**src/rtl/slot_tx_pkg.sv**
```systemverilog
// Constants, types and register map of the sensor slot transmitter
// Behaviour
// - Selectable 16-bit resolution and daisy chain modes
// - 16-bit mode clips and scales filter output
// - Sample timing bit picks simultaneous or synchronous
// - Latch at sync rise or slot A offset
// - Send truncated top ten bits at slot A
// - Clip to 480 counts, low bits at slot B
// - Init data identical in slot A and B
// - Offset conflict suppresses slot B
// - Chain init answers in programming slot
// - After init phase 3, await set-address
// - Set-address reply in programming slot
// - Blank syncs after addressing, await run-mode
// - Run-mode: chain slot, fixed format, ignore commands
// - Chain mode keeps sync pulldown enabled
// - Set-address: target zero, address in function
// - Run-mode: target all ones, function zero
// - Reply code OK or error with number
// - Address picks switch state and chain slot
// - Offset error gives temporary defect messages
// - Self-test or integrity failure latches defect
// - Undervoltage halts transmissions until recovery
package slot_tx_pkg;
  // Register byte offsets
  localparam logic [11:0] CTRL_OFS   = 12'h000;
  localparam logic [11:0] SLOT_OFS   = 12'h004;
  localparam logic [11:0] INIT_OFS   = 12'h008;
  localparam logic [11:0] STATUS_OFS = 12'h00c;
  // Control fields
  localparam int MODE_LSB   = 0;
  localparam int SYNC_BIT   = 2;
  localparam int SLOTB_LSB  = 16;
  // Reset values
  localparam logic [31:0] CTRL_RST = 32'h0000_0000;
  localparam logic [31:0] SLOT_RST = 32'h0000_0000;
  localparam logic [31:0] INIT_RST = 32'h0000_0000;
  // Modes
  localparam logic [1:0] MODE_NORMAL = 2'h0;
  localparam logic [1:0] MODE_DOUBLE = 2'h1;
  localparam logic [1:0] MODE_RES16  = 2'h2;
  localparam logic [1:0] MODE_CHAIN  = 2'h3;
  // Reply codes and command fields
  localparam logic [9:0] REPLY_OK   = 10'h1e1;
  localparam logic [9:0] REPLY_ERR  = 10'h1e2;
  localparam logic [2:0] ADDR_NONE  = 3'h0;
  localparam logic [2:0] ADDR_BCAST = 3'h7;
  localparam logic [2:0] ADDR_OPEN  = 3'h4;
  localparam logic [2:0] FUNC_RUN   = 3'h0;
  // Sample scaling
  localparam logic signed [15:0] CLIP_HI = 16'sd480;
  localparam logic signed [15:0] CLIP_LO = -16'sd480;
  // Timing: slot offsets count in half microseconds
  localparam int CLK_MHZ       = 40;
  localparam int SLOT_RES_NS   = 500;
  localparam int TICK_CYC      = SLOT_RES_NS * CLK_MHZ / 1000;
  localparam int TICK_W        = 5;

  typedef enum {ST_INIT, ST_WAIT_ADDR, ST_ADDR_REPLY, ST_BLANK,
                ST_WAIT_RUN, ST_RUN_REPLY, ST_RUN} chain_st_t;

  typedef struct packed {
    logic       valid;
    logic       err;
    logic [2:0] addr;
    logic [2:0] func;
    logic [9:0] error_number;
  } cmd_t;

  typedef struct packed {
    logic offset_err;
    logic selftest_fail;
    logic integrity_one_n;
    logic integrity_two_n;
    logic undervoltage;
  } fault_t;
endpackage

```
**src/rtl/sensor_slot_tx.sv**
```systemverilog
// Transmit slot scheduler with 16-bit split, daisy chain and error handling
//
// Chosen here: the placing of the registers and register access over APB.
module sensor_slot_tx import slot_tx_pkg::*; #(
  parameter logic [9:0]  CHAIN_PROG_SLOT  = 10'd100,
  parameter logic [9:0]  CHAIN_SLOT_ONE   = 10'd100,
  parameter logic [9:0]  CHAIN_SLOT_TWO   = 10'd200,
  parameter logic [9:0]  CHAIN_SLOT_THREE = 10'd300,
  parameter logic [9:0]  FRAME_TICKS      = 10'd104,
  parameter logic [9:0]  DEFECT_WORD      = 10'h1f0,
  parameter int          BLANK_CYC        = 40000
) (
  // Clock and reset
  input  wire logic        pclk,
  input  wire logic        presetn,
  // APB slave
  input  wire logic        psel,
  input  wire logic        penable,
  input  wire logic        pwrite,
  input  wire logic [11:0] paddr,
  input  wire logic [31:0] pwdata,
  output logic      [31:0] prdata,
  output logic             pready,
  output logic             pslverr,
  // Sensor and bus side
  input  wire logic        sync_pin,
  input  wire logic [25:0] filt_data,
  input  wire logic        init_active,
  input  wire logic        init_done,
  input  wire cmd_t        cmd,
  input  wire fault_t      fault_pin,
  // Transmit request
  output logic             tx_valid,
  output logic [9:0]       tx_data,
  output logic             tx_fixed_fmt,
  output logic             sync_pulldown_en,
  output logic             bus_switch_closed
);
  // Synchronisers
  logic   sync_m_q, sync_s_q, sync_p_q;
  fault_t fault_m_q, fault_s_q;
  localparam fault_t FAULT_IDLE = '{1'b0, 1'b0, 1'b1, 1'b1, 1'b0};
  always_ff @(posedge pclk or negedge presetn) begin
    if (!presetn) begin
      sync_m_q  <= 1'b0;
      sync_s_q  <= 1'b0;
      sync_p_q  <= 1'b0;
      fault_m_q <= FAULT_IDLE;
      fault_s_q <= FAULT_IDLE;
    end else begin
      sync_m_q  <= sync_pin;
      sync_s_q  <= sync_m_q;
      sync_p_q  <= sync_s_q;
      fault_m_q <= fault_pin;
      fault_s_q <= fault_m_q;
    end
  end
  logic sync_rise;
  assign sync_rise = sync_s_q & ~sync_p_q;

  // APB registers
  logic [31:0] ctrl_q, ctrl_d, slot_q, slot_d, init_q, init_d;
  logic [31:0] prdata_q, prdata_d;
  logic        pready_q, pready_d, pslverr_q, pslverr_d;
  logic [31:0] status;
  logic        hit;
  always_comb begin
    ctrl_d    = ctrl_q;
    slot_d    = slot_q;
    init_d    = init_q;
    prdata_d  = prdata_q;
    pready_d  = psel & ~penable;
    pslverr_d = 1'b0;
    hit       = paddr == CTRL_OFS || paddr == SLOT_OFS || paddr == INIT_OFS || paddr == STATUS_OFS;
    if (psel && !penable) begin
      pslverr_d = ~hit;
      case (paddr)
        CTRL_OFS:   prdata_d = ctrl_q;
        SLOT_OFS:   prdata_d = slot_q;
        INIT_OFS:   prdata_d = init_q;
        STATUS_OFS: prdata_d = status;
        default:    prdata_d = 32'h0000_0000;
      endcase
    end
    if (psel && penable && pready_q && pwrite) begin
      case (paddr)
        CTRL_OFS: ctrl_d = {29'h0, pwdata[SYNC_BIT:0]};
        SLOT_OFS: slot_d = {6'h0, pwdata[SLOTB_LSB +: 10], 6'h0, pwdata[9:0]};
        INIT_OFS: init_d = {22'h0, pwdata[9:0]};
        default: ;
      endcase
    end
  end
  always_ff @(posedge pclk or negedge presetn) begin
    if (!presetn) begin
      ctrl_q    <= CTRL_RST;
      slot_q    <= SLOT_RST;
      init_q    <= INIT_RST;
      prdata_q  <= 32'h0000_0000;
      pready_q  <= 1'b0;
      pslverr_q <= 1'b0;
    end else begin
      ctrl_q    <= ctrl_d;
      slot_q    <= slot_d;
      init_q    <= init_d;
      prdata_q  <= prdata_d;
      pready_q  <= pready_d;
      pslverr_q <= pslverr_d;
    end
  end
  assign prdata  = prdata_q;
  assign pready  = pready_q;
  assign pslverr = pslverr_q;

  // Configuration views
  logic [1:0] mode;
  logic       sync_sampling;
  logic [9:0] slot_a_offset, slot_b_offset;
  assign mode          = ctrl_q[MODE_LSB +: 2];
  assign sync_sampling = ctrl_q[SYNC_BIT];
  assign slot_a_offset = slot_q[9:0];
  assign slot_b_offset = slot_q[SLOTB_LSB +: 10];

  // Sample scaling
  logic [20:0]        rounded;
  logic signed [15:0] word16;
  logic               ovf;
  always_comb begin
    rounded = {filt_data[25], filt_data[25:6]} + {20'h0, filt_data[5]};
    ovf     = !((rounded[20:15] == 6'h00) || (rounded[20:15] == 6'h3f));
    if (ovf) begin
      word16 = filt_data[25] ? 16'sh8000 : 16'sh7fff;
    end else begin
      word16 = rounded[15:0];
    end
  end

  // Core state
  chain_st_t   st_q, st_d;
  logic [TICK_W-1:0] sub_q, sub_d;
  logic [9:0]  tick_q, tick_d;
  logic        frame_q, frame_d;
  logic [15:0] sample_q, sample_d, smp;
  logic [2:0]  addr_q, addr_d;
  logic [9:0]  rc_q, rc_d, rd_q, rd_d;
  logic        rphase_q, rphase_d;
  logic        ok_q, ok_d;
  logic        latched_q, latched_d;
  logic [31:0] blank_q, blank_d;
  logic        tx_valid_q, tx_valid_d;
  logic [9:0]  tx_data_q, tx_data_d;
  logic        fixed_q, fixed_d, pd_q, pd_d, sw_q, sw_d;
  logic [9:0]  chain_slot, a_word, b_word;
  logic        chain, defect, halt, conflict, at_a, at_b, at_chain, at_prog;

  assign status = {17'h0, latched_q, defect, halt, 6'h0, addr_q, 3'(st_q)};

  always_comb begin
    case (addr_q)
      3'h1, 3'h4: chain_slot = CHAIN_SLOT_ONE;
      3'h2, 3'h5: chain_slot = CHAIN_SLOT_TWO;
      3'h3, 3'h6: chain_slot = CHAIN_SLOT_THREE;
      default:    chain_slot = CHAIN_SLOT_ONE;
    endcase
  end

  always_comb begin
    chain    = mode == MODE_CHAIN;
    latched_d = latched_q | fault_s_q.selftest_fail | ~fault_s_q.integrity_one_n
                | ~fault_s_q.integrity_two_n;
    defect   = latched_q | fault_s_q.offset_err;
    halt     = fault_s_q.undervoltage;
    conflict = {1'b0, slot_b_offset} < {1'b0, slot_a_offset} + {1'b0, FRAME_TICKS};
    at_a     = frame_q && sub_q == '0 && tick_q == slot_a_offset;
    at_b     = frame_q && sub_q == '0 && tick_q == slot_b_offset;
    at_chain = frame_q && sub_q == '0 && tick_q == chain_slot;
    at_prog  = frame_q && sub_q == '0 && tick_q == CHAIN_PROG_SLOT;
    smp      = at_a && sync_sampling ? word16 : sample_q;
    if (init_active) begin
      a_word = init_q[9:0];
      b_word = init_q[9:0];
    end else if (defect) begin
      a_word = DEFECT_WORD;
      b_word = DEFECT_WORD;
    end else begin
      a_word = smp[15:6];
      b_word = smp[9:0];
    end
    st_d       = st_q;
    sub_d      = sub_q;
    tick_d     = tick_q;
    frame_d    = frame_q;
    sample_d   = sample_q;
    addr_d     = addr_q;
    rc_d       = rc_q;
    rd_d       = rd_q;
    rphase_d   = rphase_q;
    ok_d       = ok_q;
    blank_d    = blank_q;
    tx_valid_d = 1'b0;
    tx_data_d  = tx_data_q;
    fixed_d    = chain && (st_q == ST_RUN_REPLY || st_q == ST_RUN);
    pd_d       = chain;
    sw_d       = chain && addr_q != ADDR_NONE && addr_q < ADDR_OPEN;
    // Slot timebase from the sync rising edge
    if (frame_q) begin
      if (sub_q == 5'(TICK_CYC - 1)) begin
        sub_d  = '0;
        tick_d = tick_q + 10'h001;
        if (tick_q == 10'h3ff) begin
          frame_d = 1'b0;
        end
      end else begin
        sub_d = sub_q + 5'h01;
      end
    end
    if (sync_rise && st_q != ST_BLANK) begin
      frame_d = 1'b1;
      sub_d   = '0;
      tick_d  = '0;
      if (!sync_sampling) begin
        sample_d = word16;
      end
    end
    if (at_a && sync_sampling) begin
      sample_d = word16;
    end
    // Transmission per mode
    if (!chain) begin
      if (at_a && !halt) begin
        tx_valid_d = 1'b1;
        tx_data_d  = a_word;
      end
      if (at_b && !halt && !conflict && mode != MODE_NORMAL) begin
        tx_valid_d = 1'b1;
        tx_data_d  = mode == MODE_RES16 && !init_active && !defect ? clipped_b(sample_q) : b_word;
      end
    end else begin
      case (st_q)
        ST_INIT: begin
          if (at_prog && !halt) begin
            tx_valid_d = 1'b1;
            tx_data_d  = init_active ? init_q[9:0] : a_word;
          end
          if (init_done) begin
            st_d = ST_WAIT_ADDR;
          end
        end
        ST_WAIT_ADDR, ST_WAIT_RUN: begin
          if (cmd.valid) begin
            rphase_d = 1'b0;
            if (cmd.err) begin
              rc_d = REPLY_ERR;
              rd_d = cmd.error_number;
              ok_d = 1'b0;
              st_d = st_q == ST_WAIT_ADDR ? ST_ADDR_REPLY : ST_RUN_REPLY;
            end else if (st_q == ST_WAIT_ADDR && cmd.addr == ADDR_NONE
                         && cmd.func != ADDR_NONE && cmd.func != ADDR_BCAST) begin
              rc_d   = REPLY_OK;
              rd_d   = {7'h0, cmd.func};
              addr_d = cmd.func;
              ok_d   = 1'b1;
              st_d   = ST_ADDR_REPLY;
            end else if (st_q == ST_WAIT_RUN && cmd.addr == ADDR_BCAST && cmd.func == FUNC_RUN) begin
              rc_d = REPLY_OK;
              rd_d = 10'h000;
              ok_d = 1'b1;
              st_d = ST_RUN_REPLY;
            end
          end
        end
        ST_ADDR_REPLY: begin
          if (at_prog && !halt) begin
            tx_valid_d = 1'b1;
            tx_data_d  = rphase_q ? rd_q : rc_q;
            rphase_d   = 1'b1;
            if (rphase_q) begin
              st_d    = ok_q ? ST_BLANK : ST_WAIT_ADDR;
              blank_d = 32'(BLANK_CYC);
              frame_d = 1'b0;
            end
          end
        end
        ST_BLANK: begin
          if (blank_q == 32'h0) begin
            st_d = ST_WAIT_RUN;
          end else begin
            blank_d = blank_q - 32'h1;
          end
        end
        ST_RUN_REPLY: begin
          if (at_chain && !halt) begin
            tx_valid_d = 1'b1;
            tx_data_d  = rphase_q ? rd_q : rc_q;
            rphase_d   = 1'b1;
            if (rphase_q) begin
              st_d = ok_q ? ST_RUN : ST_WAIT_RUN;
            end
          end
        end
        ST_RUN: begin
          if (at_chain && !halt) begin
            tx_valid_d = 1'b1;
            tx_data_d  = a_word;
          end
        end
        default: st_d = ST_INIT;
      endcase
    end
  end

  function automatic logic [9:0] clipped_b(input logic [15:0] s);
    logic signed [15:0] v;
    v = s;
    if (v > CLIP_HI) begin
      v = CLIP_HI;
    end else if (v < CLIP_LO) begin
      v = CLIP_LO;
    end
    return v[9:0];
  endfunction

  always_ff @(posedge pclk or negedge presetn) begin
    if (!presetn) begin
      st_q       <= ST_INIT;
      sub_q      <= '0;
      tick_q     <= '0;
      frame_q    <= 1'b0;
      sample_q   <= '0;
      addr_q     <= ADDR_NONE;
      rc_q       <= '0;
      rd_q       <= '0;
      rphase_q   <= 1'b0;
      ok_q       <= 1'b0;
      latched_q  <= 1'b0;
      blank_q    <= '0;
      tx_valid_q <= 1'b0;
      tx_data_q  <= '0;
      fixed_q    <= 1'b0;
      pd_q       <= 1'b0;
      sw_q       <= 1'b0;
    end else begin
      st_q       <= st_d;
      sub_q      <= sub_d;
      tick_q     <= tick_d;
      frame_q    <= frame_d;
      sample_q   <= sample_d;
      addr_q     <= addr_d;
      rc_q       <= rc_d;
      rd_q       <= rd_d;
      rphase_q   <= rphase_d;
      ok_q       <= ok_d;
      latched_q  <= latched_d;
      blank_q    <= blank_d;
      tx_valid_q <= tx_valid_d;
      tx_data_q  <= tx_data_d;
      fixed_q    <= fixed_d;
      pd_q       <= pd_d;
      sw_q       <= sw_d;
    end
  end
  assign tx_valid          = tx_valid_q;
  assign tx_data           = tx_data_q;
  assign tx_fixed_fmt      = fixed_q;
  assign sync_pulldown_en  = pd_q;
  assign bus_switch_closed = sw_q;
endmodule

```
**config.mk**
```make
export PLATFORM = sky130hd
export DESIGN_NAME = sensor_slot_tx
export DESIGN_NICKNAME = d
export VERILOG_FILES = /design/src/rtl/slot_tx_pkg.sv /design/src/rtl/sensor_slot_tx.sv
export SDC_FILE = /design/constraint.sdc
export NUM_CORES = 1
export LEC_CHECK = 0
export ABC_AREA = 0
export BUFFER_PORTS_ARGS = -buffer_cell sky130_fd_sc_hd__buf_4
export CAP_MARGIN = 20
export CORE_ASPECT_RATIO = 0.5
export CORE_MARGIN = 2
export CORE_UTILIZATION = 50
export CTS_CLUSTER_SIZE = 16
export DETAILED_ROUTE_END_ITERATION = 10
export PLACE_DENSITY = 0.77
export REMOVE_ABC_BUFFERS = 1
export SYNTH_ARGS = -nofsm -noshare
export SYNTH_HDL_FRONTEND = slang
export SYNTH_SLANG_ARGS = --single-unit
export TNS_END_PERCENT = 30
```
**constraint.sdc**
```tcl
create_clock -name pclk -period 7.7 [get_ports pclk]
set_input_delay 1.155 -clock pclk [delete_from_list [all_inputs] [get_ports pclk]]
set_output_delay 1.155 -clock pclk [all_outputs]
set_load 0.005 [all_outputs]
```
Word-level counts from Yosys, hierarchy flattened
Cells that the tools add are included.

Add/sub/neg operators: 5. Muxes and demuxes: 77. Bitwise operators: 13. Reductions and logical operators: 70. $lt $le $gt $ge: 4. Eq/ne operators: 44.

Operators by type and width (number): $mux W32 (13); $mux W10 (25); $pmux W32 S6 (1); $pmux W26 S4 (1); $eq A32 B2 Y1 const B (3); $eq A32 B3 Y1 const B (3); $eq A32 B4 Y1 const B (3); $mux W16 (6); $logic_not A32 Y1 (2); $pmux W32 S2 (1); $pmux W10 S4 (1); $eq A32 B1 Y1 const B (1); $ne A32 B3 Y1 const B (1); $sub A32 B1 Y32 const B (1); $eq A10 B10 Y1 (3); $logic_and A1 B1 Y1 (27); $eq A12 B4 Y1 const B (2); $add A20 B2 Y21 (1); $mux W1 (20); $pmux W9 S2 (1); $gt A16 B10 Y1 const B (1); $lt A16 B10 Y1 const B (1); $ne A2 B2 Y1 const B (8); $mux W5 (3); other kinds (38) (84).

Register bits after elaboration: 216. Output and inout port bits: 48.

Logic depth before layout (Yosys ltp)
Depth in word-level cells: 11. Mapped depth: 15.

Worst setup path after synthesis
Ideal clock, no wire load.

Path kind: input to register. From: in filt_data[10]. To: reg tx_data_q[7] (netlist: tx_data[7]). Data arrival time: 3.610 ns. Setup slack: 3.995 ns. Cell stages on the path: 10. Buffers on the path: 2. Cell sequence: nand3_2 > or4_1 > buf_2 > or4_4 > and2_4 > o32a_4 > buf_6 > o211ai_1 > a31oi_1 > nor4b_2.

Longest elaborated chain between the ends: 11.

RTL lines: from (decl) (line sensor_slot_tx.sv:27) `input wire logic [25:0] filt_data,`; $add A20 B2 Y21 (*) (line sensor_slot_tx.sv:129) `rounded = {filt_data[25], filt_data[25:6]} + {20'h0, filt_data[5]};`; $eq A6 B6 Y1 / $logic_not A6 Y1 (equally long branches) (line sensor_slot_tx.sv:130) `ovf = !((rounded[20:15] == 6'h00) || (rounded[20:15] == 6'h3f));`; $logic_or A1 B1 Y1 (line sensor_slot_tx.sv:130); $mux W16 (*) (line sensor_slot_tx.sv:131) `if (ovf) begin`; $mux W16 (*) (line sensor_slot_tx.sv:178) `smp = at_a && sync_sampling ? word16 : sample_q;`; $mux W10 (line sensor_slot_tx.sv:182) `end else if (defect) begin`; $mux W10 (line sensor_slot_tx.sv:179) `if (init_active) begin`; $mux W10 (line sensor_slot_tx.sv:243) `tx_data_d = init_active ? init_q[9:0] : a_word;`; $mux W10 (line sensor_slot_tx.sv:241) `if (at_prog && !halt) begin`; $pmux W10 S4 (line sensor_slot_tx.sv:239) `case (st_q)`; $mux W10 (*) (line sensor_slot_tx.sv:229) `if (!chain) begin`; to (signal assigned) (line sensor_slot_tx.sv:356) `tx_data_q <= tx_data_d;`; to (decl) (line sensor_slot_tx.sv:151) `logic [9:0] tx_data_q, tx_data_d;`.

Every way passes the cells marked *; elsewhere a longest branch is shown, timed or not. The select of a mux whose other input is x is not followed. A chain may end at the register's enable or synchronous reset.

Worst setup path in the final report
From: reg ctrl_q[0]. To: reg blank_q[29].

Longest elaborated chain between the ends: 2.

RTL lines: from (decl) (line sensor_slot_tx.sv:62) `logic [31:0] ctrl_q, ctrl_d, slot_q, slot_d, init_q, init_d;`; from (signal assigned) (line sensor_slot_tx.sv:103) `ctrl_q <= ctrl_d;`; $eq A2 B2 Y1 (line sensor_slot_tx.sv:168) `chain = mode == MODE_CHAIN;`; $reduce_and A5 Y1 (no source line); to (signal assigned) (line sensor_slot_tx.sv:354) `blank_q <= blank_d;`; to (decl) (line sensor_slot_tx.sv:149) `logic [31:0] blank_q, blank_d;`.

Every way passes these cells.

==> qor.json <==
{
  "ctsResizeCount": {"value": 0},
  "min_path_type": {"value": "reg2reg"},
  "floorplan.core_area": {"value": 0.0194, "unit": "mm2"},
  "place.gp.congestion": {"value": 0.914},
  "p_int": {"value": 1.46, "unit": "mW"},
  "port_buffers": {"value": 122},
  "synth_flop_cell": {"value": "sky130_fd_sc_hd__dfrtp_1"},
  "worst-setup-path-type": {"value": "reg2reg"},
  "finalNetCount": {"value": 1243},
  "total_half_perimeter_wirelength_after_legalization_and_detailed_placement": {"value": 19100, "unit": "um"},
  "yosys.cell_count.top_type": {"value": "sky130_fd_sc_hd__dfrtp_1"},
  "power_switching_share": {"value": 27.2, "unit": "%"},
  "cts_max_level": {"value": 4},
  "synth.lib_cells_used.distinct": {"value": 79},
  "synth_seq_cells": {"value": 170},
  "first_pass_iters": {"value": 5},
  "crit_path_start_kind": {"value": "flip-flop"},
  "drc": {"value": 0},
  "netlist.area_leader.share": {"value": 42.3, "unit": "%"},
  "cp_data_arrival_time": {"value": 4.69, "unit": "ns"},
  "yosys.area.top_type": {"value": "sky130_fd_sc_hd__dfrtp_1"},
  "fp.dieH": {"value": 103, "unit": "um"},
  "cts_setup_buffers": {"value": 0},
  "clock-skew-final": {"value": 0.0141, "unit": "ns"},
  "vias": {"value": 8416},
  "grt_antenna_before_repair": {"value": 0},
  "layout.cell_area.non_filler": {"value": 0.0115, "unit": "mm2"},
  "worst_setup_path_end_kind": {"value": "flip-flop"},
  "postSynthCellCount": {"value": 1038},
  "grt_util_all_layers": {"value": 25.4, "unit": "%"},
  "area_growth_syn_to_layout": {"value": 16.8, "unit": "%"},
  "clkLatencyLatePin": {"value": 0.45, "unit": "ns"},
  "period_minus_slack": {"value": 4.33, "unit": "ns"},
  "finalSetupTns": {"value": 0, "unit": "ns"},
  "worst_slew_pin_slew": {"value": 0.998, "unit": "ns"},
  "cp_max_fo": {"value": 27},
  "power.combinational.fraction": {"value": 9.0, "unit": "%"},
  "whs": {"value": 0.352, "unit": "ns"},
  "place_area": {"value": 0.0109, "unit": "mm2"},
  "cts.hold.buffers_added": {"value": 0},
  "dieWidth": {"value": 202, "unit": "um"},
  "viasPerCell": {"value": 5.99},
  "totalWireLength": {"value": 26000, "unit": "um"},
  "status": {"value": "finished, final reports clean"},
  "detail-route-antenna-nets": {"value": 0},
  "synth_top_cells_by_count": {"value": "sky130_fd_sc_hd__dfrtp_1 (166), sky130_fd_sc_hd__nor2_1 (96), sky130_fd_sc_hd__nand2_1 (95)"},
  "layout.filler_cells": {"value": 1638},
  "leading_cell_types_by_total_area_after_synthesis": {"value": "sky130_fd_sc_hd__dfrtp_1 (42%), sky130_fd_sc_hd__mux2_2 (4.8%), sky130_fd_sc_hd__nor2_1 (3.7%), sky130_fd_sc_hd__xor2_1 (3.7%), sky130_fd_sc_hd__nand2_1 (3.6%)"},
  "die_area": {"value": 0.0209, "unit": "mm2"},
  "fmaxAchievable": {"value": 231, "unit": "MHz"},
  "tritoncts": {"value": "yes"},
  "placement_rows": {"value": 36},
  "leakage": {"value": 5.16, "unit": "nW"},
  "clk_pin_slew_worst_paths": {"value": 0.08, "unit": "ns"},
  "wire_length_of_the_first_global_routing_pass": {"value": 41600, "unit": "um"},
  "clock_tree_sinks": {"value": 170},
  "required": {"value": 8.06, "unit": "ns"},
  "rsz0062_at_grt": {"value": "false"},
  "clock-root-buffer": {"value": "sky130_fd_sc_hd__clkbuf_16"},
  "clock_tree.buffer_depth": {"value": 2},
  "timing.max_slew.rel_slack": {"value": 33.4, "unit": "%"},
  "ys_seq_area_share": {"value": 43.3, "unit": "%"},
  "power.switching": {"value": 0.546, "unit": "mW"},
  "pwr-share-clk": {"value": 43.6, "unit": "%"},
  "wl_per_cell": {"value": 18.5, "unit": "um"},
  "slew_violations": {"value": 0},
  "grt_pass1_vias": {"value": 7949},
  "number_of_enable_type_register_cells_in_the_synthesized_netlist": {"value": 0},
  "report.final.hold_viol_count": {"value": 0},
  "synthesis.area": {"value": 0.00983, "unit": "mm2"},
  "boundary_pin_count": {"value": 149},
  "share_of_flip_flops_with_an_asynchronous_set_or_reset": {"value": 100, "unit": "%"},
  "detailedRoute.firstIterationViolations": {"value": 664},
  "ir_drop": {"value": 0.118, "unit": "mV"},
  "pwr-share-seq": {"value": 47.4, "unit": "%"},
  "synth-warning-count": {"value": 0},
  "grt_start_max_net_pins": {"value": 87},
  "total_power": {"value": 2.01, "unit": "mW"},
  "final.period_utilization": {"value": 56.2, "unit": "%"},
  "cts_inserted_buffers": {"value": 17},
  "diodes": {"value": 0},
  "drive_gt1_share": {"value": 20.7, "unit": "%"},
  "report.final.setup_viol": {"value": 0},
  "power.density_cell_area": {"value": 175, "unit": "mW/mm2"},
  "post_synth.cell_area_avg": {"value": 9.47, "unit": "um2"},
  "globalRouteOverflowTotal": {"value": 0},
  "floorplan.initialDensity": {"value": 50.8, "unit": "%"},
  "timing.max_cap.violations": {"value": 0}
}
## flip-flops by register name (all words and copies together) (netlist names), 4 cells and up
register / cells
rd_q: 10
prdata: 23
sample_q: 16
fault_s_q: 4
blank_q: 32
fault_m_q: 5
tx_data: 10
tick_q: 10
init_q: 10
slot_q: 20
sub_q: 5
## routing by layer
metal / vias to the layer above / GRT usage (%) / part of all wire [%] / routed length, um
li1: 3950 / - / - / -
met1: 4152 / 34.5 / 45 / 11700
met2: 280 / 41.6 / 47 / 12200
met3: 34 / 4.68 / 6.2 / 1610
met4: 0 / 8.42 / 1.7 / 433
met5: - / 0 / 0 / 0
## cell families (layout without fill, tap and decap cells)
family	after synthesis	after routing	synth area share (%)
and+or+nand+nor	392	392	20.6
adders and majority gates	17	17	2.16
DFF	170	170	43.3
muxes	51	51	6.11
buffers and inverters	95	187	4.19
xor gates and xnor gates	77	77	6.86
other	1	9	0.0381
AOI/OAI and AO/OA	235	235	16.8
## final timing paths
kind | startpoint | end | slack (ns) | cells past startpoint
setup / recovery | ctrl_q[0] | blank_q[29] | 3.37 | 9
hold / removal | fault_m_q[3] | fault_s_q[3] | 0.35 | 0
setup reg to reg | ctrl_q[0] | blank_q[29] | 3.37 | 9
hold reg to reg | fault_m_q[3] | fault_s_q[3] | 0.35 | 0
max in group asynchronous | presetn | st_q[2] | 5.76 | 3
min in group asynchronous | presetn | prdata[14] | 0.77 | 1
## cell usage in the layout, fill, tap and decap left out, types with 24 or more instances in the layout
cell | netlist | final
sky130_fd_sc_hd__mux2_2 | 42 | 42
sky130_fd_sc_hd__nor2_1 | 96 | 96
sky130_fd_sc_hd__inv_1 | 24 | 24
sky130_fd_sc_hd__o21ai_0 | 54 | 53
sky130_fd_sc_hd__xnor2_1 | 36 | 36
sky130_fd_sc_hd__nand2_1 | 95 | 95
sky130_fd_sc_hd__buf_4 | 9 | 127
sky130_fd_sc_hd__dfrtp_1 | 166 | 166
sky130_fd_sc_hd__xor2_1 | 41 | 41
sky130_fd_sc_hd__nor3_1 | 26 | 26
sky130_fd_sc_hd__nand4_1 | 30 | 30
sky130_fd_sc_hd__nor4_1 | 28 | 27
sky130_fd_sc_hd__a21oi_1 | 41 | 41
## per-stage QoR
step / util [%] / std cells / worst slack, ns
after floorplan: - / 976 / 3.09
after CTS: 59.1 / 1402 / 3.43
final: 59.3 / 1404 / 3.37
after detailed placement: 56.0 / 1370 / 3.42
after global routing: 59.3 / 1404 / 3.15
after global placement: 56.0 / 1370 / 3.52
## final cells by class
cell class | count | area, um2 | area share, %
clock inverters | 15 | 166 | 1.45
multi-input cells | 781 | 5200 | 45.3
repair buffers | 130 | 997 | 8.69
inverters | 25 | 93.8 | 0.817
flip-flops and latches | 170 | 4260 | 37.1
well taps | 266 | 333 | 2.90
clock buffers | 17 | 425 | 3.71
## worst max-delay path: stages, from the launching register on
cell and delay [ns]:
sky130_fd_sc_hd__dfrtp_1 0.51, sky130_fd_sc_hd__nand2_1 0.36, sky130_fd_sc_hd__inv_1 0.46, sky130_fd_sc_hd__and3_1 0.24
sky130_fd_sc_hd__and3_1 0.82, sky130_fd_sc_hd__a21oi_1 0.37, sky130_fd_sc_hd__nand4bb_1 0.56, sky130_fd_sc_hd__or2_2 0.45
sky130_fd_sc_hd__or3_1 0.31, sky130_fd_sc_hd__a21oi_1 0.15
## power by group through the flow
stage / Combinational (mW) / Clock [mW] / Sequential, mW
detailed placement: 0.180 / 0 / 0.969
floorplan: 0.0881 / 0 / 0.959
global placement: 0.173 / 0 / 0.968
CTS: 0.180 / 0.884 / 0.952
global route: 0.202 / 0.928 / 0.957
finish: 0.181 / 0.875 / 0.953
Power figures use the tool's default switching activity.
